[src/tpfs_pkg.sv]
/*
 * Constants, types and register map of the transmit phase compensation
 * FIFO with byte serializer.
 * Assumes one clock; parallel and fabric rates arrive as enable pulses.
 */
`default_nettype none

package tpfs_pkg;

   // Data widths
   localparam int WORD_W = 40;
   localparam int SYM_W = 20;

   // Register byte addresses
   localparam logic [3:0] REG_CTRL = 4'h0;
   localparam logic [3:0] REG_STAT = 4'h4;
   localparam logic [3:0] REG_MASK = 4'h8;
   localparam logic [3:0] REG_LEVEL = 4'hc;

   // Control field positions and reset value
   localparam int CTRL_PROTO_LSB = 0;
   localparam int CTRL_W10_BIT = 2;
   localparam int CTRL_DW_BIT = 3;
   localparam int CTRL_BSER_BIT = 4;
   localparam int CTRL_ENC_BIT = 5;
   localparam int CTRL_BYP_BIT = 6;
   localparam int CTRL_BOND_BIT = 7;
   localparam int CTRL_CCLK_BIT = 8;
   localparam logic [8:0] CTRL_RST = 9'h000;

   // Status and mask bit positions, reset value
   localparam int ST_OVF_BIT = 0;
   localparam int ST_UNF_BIT = 1;
   localparam int ST_CFG_BIT = 2;
   localparam logic [2:0] STAT_RST = 3'h0;
   localparam logic [2:0] MASK_RST = 3'h0;

   // FIFO depth and start threshold per mode
   localparam logic [3:0] LOW_DEPTH = 4'h4;
   localparam logic [3:0] HIGH_DEPTH = 4'h8;
   localparam logic [3:0] LOW_PRIME = 4'h2;
   localparam logic [3:0] HIGH_PRIME = 4'h4;

   typedef enum logic [1:0] {
      PROTO_BASIC = 2'h0,
      PROTO_DETLAT = 2'h1,
      PROTO_PCIE = 2'h2,
      PROTO_OTHER = 2'h3
   } tpfs_proto_e;

   typedef enum logic [2:0] {
      MODE_LOW = 3'b001,
      MODE_HIGH = 3'b010,
      MODE_REG = 3'b100
   } tpfs_mode_e;

   typedef enum logic [1:0] {
      DEST_SER = 2'b01,
      DEST_ENC = 2'b10
   } tpfs_dest_e;

   typedef enum logic [1:0] {
      ST_PRIME = 2'b01,
      ST_RUN = 2'b10
   } tpfs_state_e;

   typedef struct packed {
      logic cclk;
      logic bond;
      logic byp;
      logic enc;
      logic bser;
      logic dw;
      logic w10;
      tpfs_proto_e proto;
   } tpfs_cfg_s;

   typedef struct packed {
      logic [SYM_W-1:0] data;
      logic valid;
      tpfs_dest_e dest;
   } tpfs_out_s;

endpackage

`default_nettype wire

[src/tpfs_tx_fifo_bser.sv]
/*
 * Transmit phase compensation FIFO, byte serializer and register port.
 * Assumes clk_i is the parallel clock domain; local, bonded and fabric
 * rates come in as one-cycle enables from same-clock logic.
 */
// Chosen here: the plain strobed port and the register offsets.
`timescale 1ns/1ps
`default_nettype none

module tpfs_tx_fifo_bser #(
   parameter bit ALLOW_BSER_DW = 1'b0
) (
   input wire logic clk_i,
   input wire logic rst_n_i,
   input wire logic tx_digital_reset_i,
   input wire logic local_par_en_i,
   input wire logic bonded_par_en_i,
   input wire logic tx_core_en_i,
   input wire logic [tpfs_pkg::WORD_W-1:0] tx_data_i,
   input wire logic [3:0] addr_i,
   input wire logic [31:0] wdata_i,
   input wire logic wr_i,
   input wire logic rd_i,
   output logic [31:0] rdata_o,
   output var tpfs_pkg::tpfs_out_s out_o,
   output logic core_clk_en_o,
   output logic fifo_err_o,
   output logic irq_o
);

   tpfs_pkg::tpfs_cfg_s cfg;
   logic [2:0] status;
   logic [2:0] mask;
   logic [tpfs_pkg::WORD_W-1:0] mem [0:7];
   logic [3:0] wr_ptr;
   logic [3:0] rd_ptr;
   logic [3:0] count;
   tpfs_pkg::tpfs_state_e state;
   logic half_ph;
   logic [tpfs_pkg::WORD_W-1:0] reg_word;
   logic [tpfs_pkg::WORD_W-1:0] ser_word;
   logic eff_dw;
   logic eff_bser;
   logic cfg_bad;
   tpfs_pkg::tpfs_mode_e mode;
   tpfs_pkg::tpfs_dest_e dest;
   logic [3:0] depth;
   logic [3:0] prime;
   logic par_en;
   logic rd_slot;
   logic wr_slot;
   logic rd_fire;
   logic ovf;
   logic unf;
   logic [tpfs_pkg::WORD_W-1:0] rd_word;
   logic [tpfs_pkg::SYM_W-1:0] lo_half;
   logic hi_due;
   logic [tpfs_pkg::SYM_W-1:0] full_sym;
   logic [2:0] stat_set;
   logic [2:0] stat_clr;

   // Configuration decode
   always_comb begin
      eff_dw = cfg.dw && (cfg.proto == tpfs_pkg::PROTO_BASIC ||
                          cfg.proto == tpfs_pkg::PROTO_DETLAT);
      eff_bser = cfg.bser && !(eff_dw && !ALLOW_BSER_DW);
      cfg_bad = (cfg.dw && !eff_dw) || (cfg.bser && !eff_bser);
      case (cfg.proto)
         tpfs_pkg::PROTO_PCIE: mode = tpfs_pkg::MODE_HIGH;
         tpfs_pkg::PROTO_DETLAT: mode = tpfs_pkg::MODE_REG;
         default: mode = tpfs_pkg::MODE_LOW;
      endcase
      depth = (mode == tpfs_pkg::MODE_HIGH) ? tpfs_pkg::HIGH_DEPTH
                                            : tpfs_pkg::LOW_DEPTH;
      prime = (mode == tpfs_pkg::MODE_HIGH) ? tpfs_pkg::HIGH_PRIME
                                            : tpfs_pkg::LOW_PRIME;
      // Encoder takes 8-bit symbols only; bypass always to serializer
      if (cfg.enc && !cfg.byp && !cfg.w10) begin
         dest = tpfs_pkg::DEST_ENC;
      end else begin
         dest = tpfs_pkg::DEST_SER;
      end
   end

   // Rates: read from local or bonded clock, write from core enable with cclk, else from core_clk_en_o
   assign par_en = cfg.bond ? bonded_par_en_i : local_par_en_i;
   assign rd_slot = par_en && (!eff_bser || !half_ph);
   // Equal rates assumed; outside register mode any drift shows as overflow or underflow
   assign wr_slot = cfg.cclk ? tx_core_en_i : core_clk_en_o;
   assign count = wr_ptr - rd_ptr;
   assign rd_fire = rd_slot && state == tpfs_pkg::ST_RUN &&
                    mode != tpfs_pkg::MODE_REG && count != 4'h0;
   // At or above depth, so a switch to a smaller mode cannot overrun
   assign ovf = wr_slot && mode != tpfs_pkg::MODE_REG &&
                count >= depth;
   assign unf = rd_slot && state == tpfs_pkg::ST_RUN &&
                mode != tpfs_pkg::MODE_REG && count == 4'h0;
   assign rd_word = (mode == tpfs_pkg::MODE_REG) ? reg_word
                                                 : mem[rd_ptr[2:0]];

   // Half and full symbols per width setting
   always_comb begin
      case ({eff_dw, cfg.w10})
         2'b00: begin
            lo_half = {12'h000, rd_word[7:0]};
         end
         2'b01: begin
            lo_half = {10'h000, rd_word[9:0]};
         end
         2'b10: begin
            lo_half = {4'h0, rd_word[15:0]};
         end
         default: begin
            lo_half = rd_word[19:0];
         end
      endcase
      case ({eff_dw, cfg.w10})
         2'b00: full_sym = {12'h000, rd_word[7:0]};
         2'b01: full_sym = {10'h000, rd_word[9:0]};
         2'b10: full_sym = {4'h0, rd_word[15:0]};
         default: full_sym = rd_word[19:0];
      endcase
   end

   // FIFO storage; no reset needed on data
   always_ff @(posedge clk_i) begin
      if (wr_slot && !ovf) begin
         mem[wr_ptr[2:0]] <= tx_data_i;
      end
   end

   // Pointers and start control
   always_ff @(posedge clk_i or negedge rst_n_i) begin
      if (!rst_n_i) begin
         wr_ptr <= 4'h0;
         rd_ptr <= 4'h0;
         state <= tpfs_pkg::ST_PRIME;
      end else if (tx_digital_reset_i) begin
         wr_ptr <= 4'h0;
         rd_ptr <= 4'h0;
         state <= tpfs_pkg::ST_PRIME;
      end else begin
         if (wr_slot && !ovf && mode != tpfs_pkg::MODE_REG) begin
            wr_ptr <= wr_ptr + 4'h1;
         end
         if (rd_fire) begin
            rd_ptr <= rd_ptr + 4'h1;
         end
         case (state)
            // Spacing of prime words sets the pass-through latency
            tpfs_pkg::ST_PRIME: begin
               if (mode == tpfs_pkg::MODE_REG || count >= prime) begin
                  state <= tpfs_pkg::ST_RUN;
               end
            end
            tpfs_pkg::ST_RUN: state <= tpfs_pkg::ST_RUN;
            default: state <= tpfs_pkg::ST_PRIME;
         endcase
      end
   end

   // Register stage for fixed-latency mode
   always_ff @(posedge clk_i or negedge rst_n_i) begin
      if (!rst_n_i) begin
         reg_word <= '0;
      end else if (tx_digital_reset_i) begin
         reg_word <= '0;
      end else if (wr_slot && mode == tpfs_pkg::MODE_REG) begin
         reg_word <= tx_data_i;
      end
   end

   // Byte serializer and output
   always_ff @(posedge clk_i or negedge rst_n_i) begin
      if (!rst_n_i) begin
         half_ph <= 1'b0;
         hi_due <= 1'b0;
         ser_word <= '0;
         out_o <= '{data: '0, valid: 1'b0, dest: tpfs_pkg::DEST_SER};
         core_clk_en_o <= 1'b0;
      end else if (tx_digital_reset_i) begin
         half_ph <= 1'b0;
         hi_due <= 1'b0;
         ser_word <= '0;
         out_o <= '{data: '0, valid: 1'b0, dest: tpfs_pkg::DEST_SER};
         core_clk_en_o <= 1'b0;
      end else begin
         core_clk_en_o <= rd_slot;
         out_o.valid <= 1'b0;
         out_o.dest <= dest;
         if (par_en && eff_bser) begin
            half_ph <= !half_ph;
         end else if (!eff_bser) begin
            half_ph <= 1'b0;
         end
         // A high half only follows its own low half, never a stale word
         if (rd_fire || (rd_slot && mode == tpfs_pkg::MODE_REG)) begin
            ser_word <= rd_word;
            hi_due <= eff_bser;
            out_o.valid <= 1'b1;
            out_o.data <= eff_bser ? lo_half : full_sym;
         end else if (par_en && eff_bser && hi_due) begin
            hi_due <= 1'b0;
            out_o.valid <= 1'b1;
            case ({eff_dw, cfg.w10})
               2'b00: out_o.data <= {12'h000, ser_word[15:8]};
               2'b01: out_o.data <= {10'h000, ser_word[19:10]};
               2'b10: out_o.data <= {4'h0, ser_word[31:16]};
               default: out_o.data <= ser_word[39:20];
            endcase
         end
      end
   end

   // Error pulse
   always_ff @(posedge clk_i or negedge rst_n_i) begin
      if (!rst_n_i) begin
         fifo_err_o <= 1'b0;
      end else if (tx_digital_reset_i) begin
         fifo_err_o <= 1'b0;
      end else begin
         fifo_err_o <= ovf || unf;
      end
   end

   // Register port
   always_comb begin
      stat_set = 3'h0;
      stat_set[tpfs_pkg::ST_OVF_BIT] = ovf;
      stat_set[tpfs_pkg::ST_UNF_BIT] = unf;
      stat_set[tpfs_pkg::ST_CFG_BIT] = cfg_bad;
      stat_clr = (wr_i && addr_i == tpfs_pkg::REG_STAT) ? wdata_i[2:0]
                                                        : 3'h0;
   end

   always_ff @(posedge clk_i or negedge rst_n_i) begin
      if (!rst_n_i) begin
         cfg <= tpfs_pkg::CTRL_RST;
         mask <= tpfs_pkg::MASK_RST;
      end else if (wr_i) begin
         if (addr_i == tpfs_pkg::REG_CTRL) begin
            cfg <= wdata_i[8:0];
         end
         if (addr_i == tpfs_pkg::REG_MASK) begin
            mask <= wdata_i[2:0];
         end
      end
   end

   // Set beats clear; digital reset clears the overflow and underflow bits
   always_ff @(posedge clk_i or negedge rst_n_i) begin
      if (!rst_n_i) begin
         status <= tpfs_pkg::STAT_RST;
      end else if (tx_digital_reset_i) begin
         status <= {(status[2] & ~stat_clr[2]) | stat_set[2],
                    2'b00};
      end else begin
         status <= (status & ~stat_clr) | stat_set;
      end
   end

   always_ff @(posedge clk_i or negedge rst_n_i) begin
      if (!rst_n_i) begin
         irq_o <= 1'b0;
         rdata_o <= 32'h0000_0000;
      end else begin
         irq_o <= |(status & mask);
         rdata_o <= 32'h0000_0000;
         if (rd_i) begin
            case (addr_i)
               tpfs_pkg::REG_CTRL: rdata_o <= {23'h000000, cfg};
               tpfs_pkg::REG_STAT: rdata_o <= {29'h00000000, status};
               tpfs_pkg::REG_MASK: rdata_o <= {29'h00000000, mask};
               tpfs_pkg::REG_LEVEL: begin
                  rdata_o <= {21'h000000, eff_bser, eff_dw, state,
                              mode, count};
               end
               default: rdata_o <= 32'h0000_0000;
            endcase
         end
      end
   end
endmodule

`default_nettype wire

[config.mk]
export PLATFORM = sky130hd
export DESIGN_NAME = tpfs_tx_fifo_bser
export DESIGN_NICKNAME = d
export VERILOG_FILES = /design/src/tpfs_pkg.sv /design/src/tpfs_tx_fifo_bser.sv
export SDC_FILE = /design/constraint.sdc
export NUM_CORES = 1
export LEC_CHECK = 0
export BUFFER_PORTS_ARGS = -buffer_cell sky130_fd_sc_hd__buf_2
export CORE_UTILIZATION = 60
export DETAILED_ROUTE_END_ITERATION = 6
export PLACE_DENSITY = 0.77
export SLEW_MARGIN = 20
export SYNTH_ARGS = -nofsm -noshare
export SYNTH_HDL_FRONTEND = slang
export SYNTH_SLANG_ARGS = --single-unit
[constraint.sdc]
create_clock -name clk_i -period 9 [get_ports clk_i]
set_clock_uncertainty 0.2 [all_clocks]
set_input_delay 1.35 -clock clk_i [delete_from_list [all_inputs] [get_ports clk_i]]
set_output_delay 1.35 -clock clk_i [all_outputs]
set_load 0.01 [all_outputs]
After elaboration in Yosys (flattened, before gate mapping)
Memories as Yosys holds them, arrays and structs flattened.
Index checks and enable logic that the tools add are counted.
- RAM bits: 320
- word-level logic and storage cells: 133
- output and inout bits: 58
- memories: 1
- bits in registers: 165
- bits of input ports: 84
- bitwise logic cells: 7
- reductions and logical operators: 45
- $lt $le $gt $ge: 2
- equal/unequal tests: 14
- mux-type cells: 37
- add/sub/neg operators: 3
- memories (memory ; depth ; bits a word ; read ports ; clocked after memory_dff ; write ports ; line ; text):
    mem ; 8 ; 40 ; 1 ; 0 ; 1 ; tpfs_tx_fifo_bser.sv:34 ; logic [tpfs_pkg::WORD_W-1:0] mem [0:7];
- operators by type and width (cell ; count):
    $mux 40 ; 5
    $pmux 20 s3 ; 2
    $pmux 11 s4 ; 1
    $mux 21 ; 2
    $mux 23 ; 1
    $logic_and 1x1->1 ; 20
    $mux 4 ; 5
    $mux 1 ; 12
    $mux 11 ; 1
    $mux 3 ; 3
    $add 4x1->4 const B ; 2
    $eq 4x4->1 const B ; 2
    $logic_not 4->1 ; 2
    $reduce_bool 2->1 ; 4
    $and 3x3->3 ; 2
    $eq 2x1->1 const B ; 3
    $eq 2x2->1 const B ; 3
    $logic_not 1->1 ; 6
    $logic_or 1x1->1 ; 6
    $mux 2 ; 3
    $ne 3x3->1 const B ; 2
    $pmux 3 s2 ; 1
    $eq 4x3->1 const B ; 1
    $ge 4x3->1 ; 1
    16 further kinds ; 18

Longest topological paths before layout
- depth after elaboration: 14
- mapped depth: 12
- depth with buffers taken out: 12

Worst setup path before layout
No wires, ideal clock.
- path type: reg-to-reg
- from: register rd_ptr[1]
- to: memory mem[0][0] (netlist name) (enable)
- stages on the path, launching flop included: 12
- setup slack: 3.860 ns
- required time: 8.362 ns
- buffers on the path: 1
- library setup time: 0.438 ns
- arrival: 4.501 ns
- period minus slack after synthesis: 5.140 ns
- cells stage by stage: dfrtp_1 -> buf_1 -> clkinv_1 -> fa_1 -> xnor2_1 -> inv_1 -> ha_1 -> or3b_2 -> a21oi_1 -> o311ai_2 -> nand3_1 -> nor3_1
- cells in the longest elaborated chain, start to end: 7
- ends and longest elaborated chain (item ; line ; text):
    start: declaration ; tpfs_tx_fifo_bser.sv:36 ; logic [3:0] rd_ptr;
    start signal: assignment ; tpfs_tx_fifo_bser.sv:147 ; rd_ptr <= rd_ptr + 4'h1;
    $sub 4x4->4 ; tpfs_tx_fifo_bser.sv:90 ; assign count = wr_ptr - rd_ptr;
    $ge 4x4->1 ; tpfs_tx_fifo_bser.sv:95 ; count >= depth;
    $logic_and 1x1->1 ; tpfs_tx_fifo_bser.sv:94 ; assign ovf = wr_slot && mode != tpfs_pkg::MODE_REG &&
    $logic_not 1->1 ; tpfs_tx_fifo_bser.sv:127 ; if (wr_slot && !ovf) begin
    $logic_and 1x1->1 ; tpfs_tx_fifo_bser.sv:127 ;
    $mux 1 ; tpfs_tx_fifo_bser.sv:127 ;
    $mux 1 (not written as such) ; tpfs_tx_fifo_bser.sv:128 ; mem[wr_ptr[2:0]] <= tx_data_i;
    end: declaration ; tpfs_tx_fifo_bser.sv:34 ;
Every way passes these cells.

Worst setup path after layout
- from: register rd_ptr[0]
- to: memory mem[0][10] (netlist name) (enable)
Same word-level chain as after synthesis.

==> out/results.tsv <==
metric	value	unit
ant_nets	0	
vias	7475	
cts_tree	yes	
route.detailed.drc	0	
busiest_layer	met2	
num-nets-final	999	
maxCapViolations	0	
ys.flop_type	edfxtp_1	
min_from	out_o[13]	
synth_cells	834	
synth_top_area_cell	edfxtp_1	
post-cts-setup-buffers	0	
clock-sinks	306	
grt_max_degree	61	
numCtsBuffers	31	
r2r_start	rd_ptr[0]	
power	3.38	mW
cts_hold_buf	0	
drive_gt1_share	25.6	%
synth_edf_count	200	
multiInputGateArea	3750	um2
worstRegToRegCells	12	
worst-endpoint-arrival	4.07	ns
routed_via_density	6.22	
synth_cell_types	68	
gp_congestion	0.850	
grtUsageMet1	34.8	%
hold_viol	0	
worst_pin_slew	0.891	ns
avgSynthCellArea	15.4	um2
synth_area	12800	um2
use_met3	5.31	%
ff_latch_area	8670	um2
hold_path.class	reg -> reg	
period_needed	4.00	ns
synthTopCellsByArea	edfxtp_1 47%, dfrtp_1 20%, mux4_2 9.3%	
fillCellCount	1359	
status	finished, final reports clean	
start_kind	flop	
first_pass_iters	5	
setup_tns	0	ns
yosysWarnings	0	
clock_latency	0.57	ns
place_hpwl	15.9	mm
clock_tree.root_cell	clkbuf_16	
reg2reg_to	mem[0][10]	
slew_violations	0	
ys_seq_area_share	67.6	%
synthArstFlopShare	34.6	%
pin_count	142	
layout_commonest_cell	edfxtp_1	
antenna_found_initial	1	
grt_pass1_vias	7527	
h-tree-depth	1	
fmax	250	MHz
overflow	0	
reg2reg_slack	5.00	ns
die_x	148	um
final_cell_mix	200 x edfxtp_1, 102 x dfrtp_1, 81 x buf_2	
finalWorstSetupSlack	5.00	ns
core-area	21000	um2
synth_seq_cells	306	
drtIter0Drc	652	
area_growth	12.5	%
p_leak	5.53	nW
met2_usage	41.2	%
critPathMaxFanout	25	
preCtsSetupSlack	5.00	ns
die_h	148	um
grt_pass1_wl	42.0	mm
synth_top_area_share	46.8	%
min_to	out_o[13]	
worstSetupEndpointType	flop	
track_usage	25.3	%
cts_resized	0	
power.density	235	nW/um2
min_path_cells	1	
peakVddDrop	0.000228	V
rsz0062_at_grt	no	
cts.clk_slew.worst_paths	0.06	ns
initial_core_util	61.2	%
wl_per_cell	22.3	um
rows	53	
finalSetupViolations	0	
routed_wl	26.8	mm
worstSetupPathType	reg -> reg	
io_buffers	82	
die_area	22000	um2
required	9.07	ns
cts_buffer_depth	3	
fin_crit_sh	44.5	%
worst_hold_slack	0.291	ns
slew_headroom	40.5	%
## flip-flops by register name, indices dropped and copies added (netlist names), 4 cells and up
signal and count:
wr_ptr 4, rd_ptr 4, ser_word 17, reg_word 25
rdata_o 11, mem 200, cfg 9, out_o 23
## cell type report
class | count | area share, %
Timing Repair Buffer | 98 | 3.70
Clock buffer | 39 | 5.73
Inverter | 22 | 0.573
Clock inverter | 19 | 1.51
Antenna cell | 1 | 0.0174
Tap cell | 275 | 2.39
Sequential cell | 306 | 60.1
Multi-Input combinational cell | 441 | 26.0
## logic make-up (layout without fill, tap and decap cells)
kind of cell / after synthesis / after routing / share of synthesized area (%)
DFF: 306 / 306 / 67.6
AOI/OAI and AO/OA: 171 / 171 / 9.53
and+or+nand+nor: 151 / 151 / 5.51
buffers and inverters: 107 / 178 / 4.16
muxes: 77 / 77 / 11.3
adders and majority gates: 15 / 15 / 1.52
xor gates and xnor gates: 6 / 6 / 0.410
other: 1 / 22 / 0.0293
## critical path: stages (launching register included)
cell and delay (ns):
dfrtp_4 0.56, ha_1 0.20, inv_1 0.05, fa_1 0.38, xnor2_1 0.34, inv_1 0.13
ha_1 0.30, or3b_2 0.43, a21oi_1 0.34, o311ai_2 0.16, nand3_1 0.25, nor3_2 0.06
buf_4 0.28
## synth_stat cells (all sizes together), types with 2 or more instances
| cell | n |
|---|---|
| o311ai | 8 |
| nand3 | 6 |
| mux4 | 53 |
| nand4 | 2 |
| nor3 | 12 |
| o22ai | 4 |
| a21oi | 45 |
| nand3b | 4 |
| a211o | 3 |
| a221o | 2 |
| ha | 14 |
| o21ai | 32 |
| mux2i | 14 |
| a32o | 6 |
| nor2 | 35 |
| buf | 51 |
| xor2 | 3 |
| mux2 | 10 |
| a311oi | 5 |
| and2 | 4 |
| dfstp | 2 |
| clkbuf | 34 |
| nand2b | 3 |
| o21a | 3 |
| o2bb2ai | 11 |
| o32ai | 4 |
| nand2 | 66 |
| o41ai | 2 |
| and3 | 3 |
| edfxtp | 200 |
| a22oi | 4 |
| xnor2 | 3 |
| or3 | 3 |
| a22o | 31 |
| inv | 21 |
| a211oi | 3 |
| dfrtp | 104 |
| nor2b | 5 |
## per-layer routing
layer,share of wire [%],vias to the layer above
met3,8.4,43
met5,0,-
met2,49,342
li1,-,3292
met1,41,3798
met4,2.0,0
## power breakdown
part / internal [mW] / total (mW) / switching (mW) / leakage [nW]
sequential: 1.59 / 1.65 / 0.0546 / 3.25
clock: 0.768 / 1.29 / 0.526 / 0.508
combinational: 0.156 / 0.439 / 0.282 / 1.77
total: 2.52 / 3.38 / 0.863 / 5.53
## worst max-delay path by stage
stage,to,slack [ns],from
2_1_floorplan,mem[0][0],3.86,rd_ptr[1]
3_5_place_dp,mem[7][7],5.00,rd_ptr[0]
3_3_place_gp,mem[7][7],5.06,rd_ptr[0]
4_1_cts,mem[7][2],4.99,rd_ptr[0]
6_report,mem[0][10],5.00,rd_ptr[0]
5_1_grt,mem[1][3],4.80,rd_ptr[0]
## per-stage QoR
stage | cell area, um2 | instances | util (%)
floorplan | 12900 | 854 | -
global placement | 13400 | 1142 | 63.8
detailed placement | 13400 | 1142 | 63.8
CTS | 14400 | 1200 | 68.8
global route | 14400 | 1200 | 68.8
finish | 14400 | 1201 | 68.8
No activity file was read; power rests on OpenSTA's default activity.
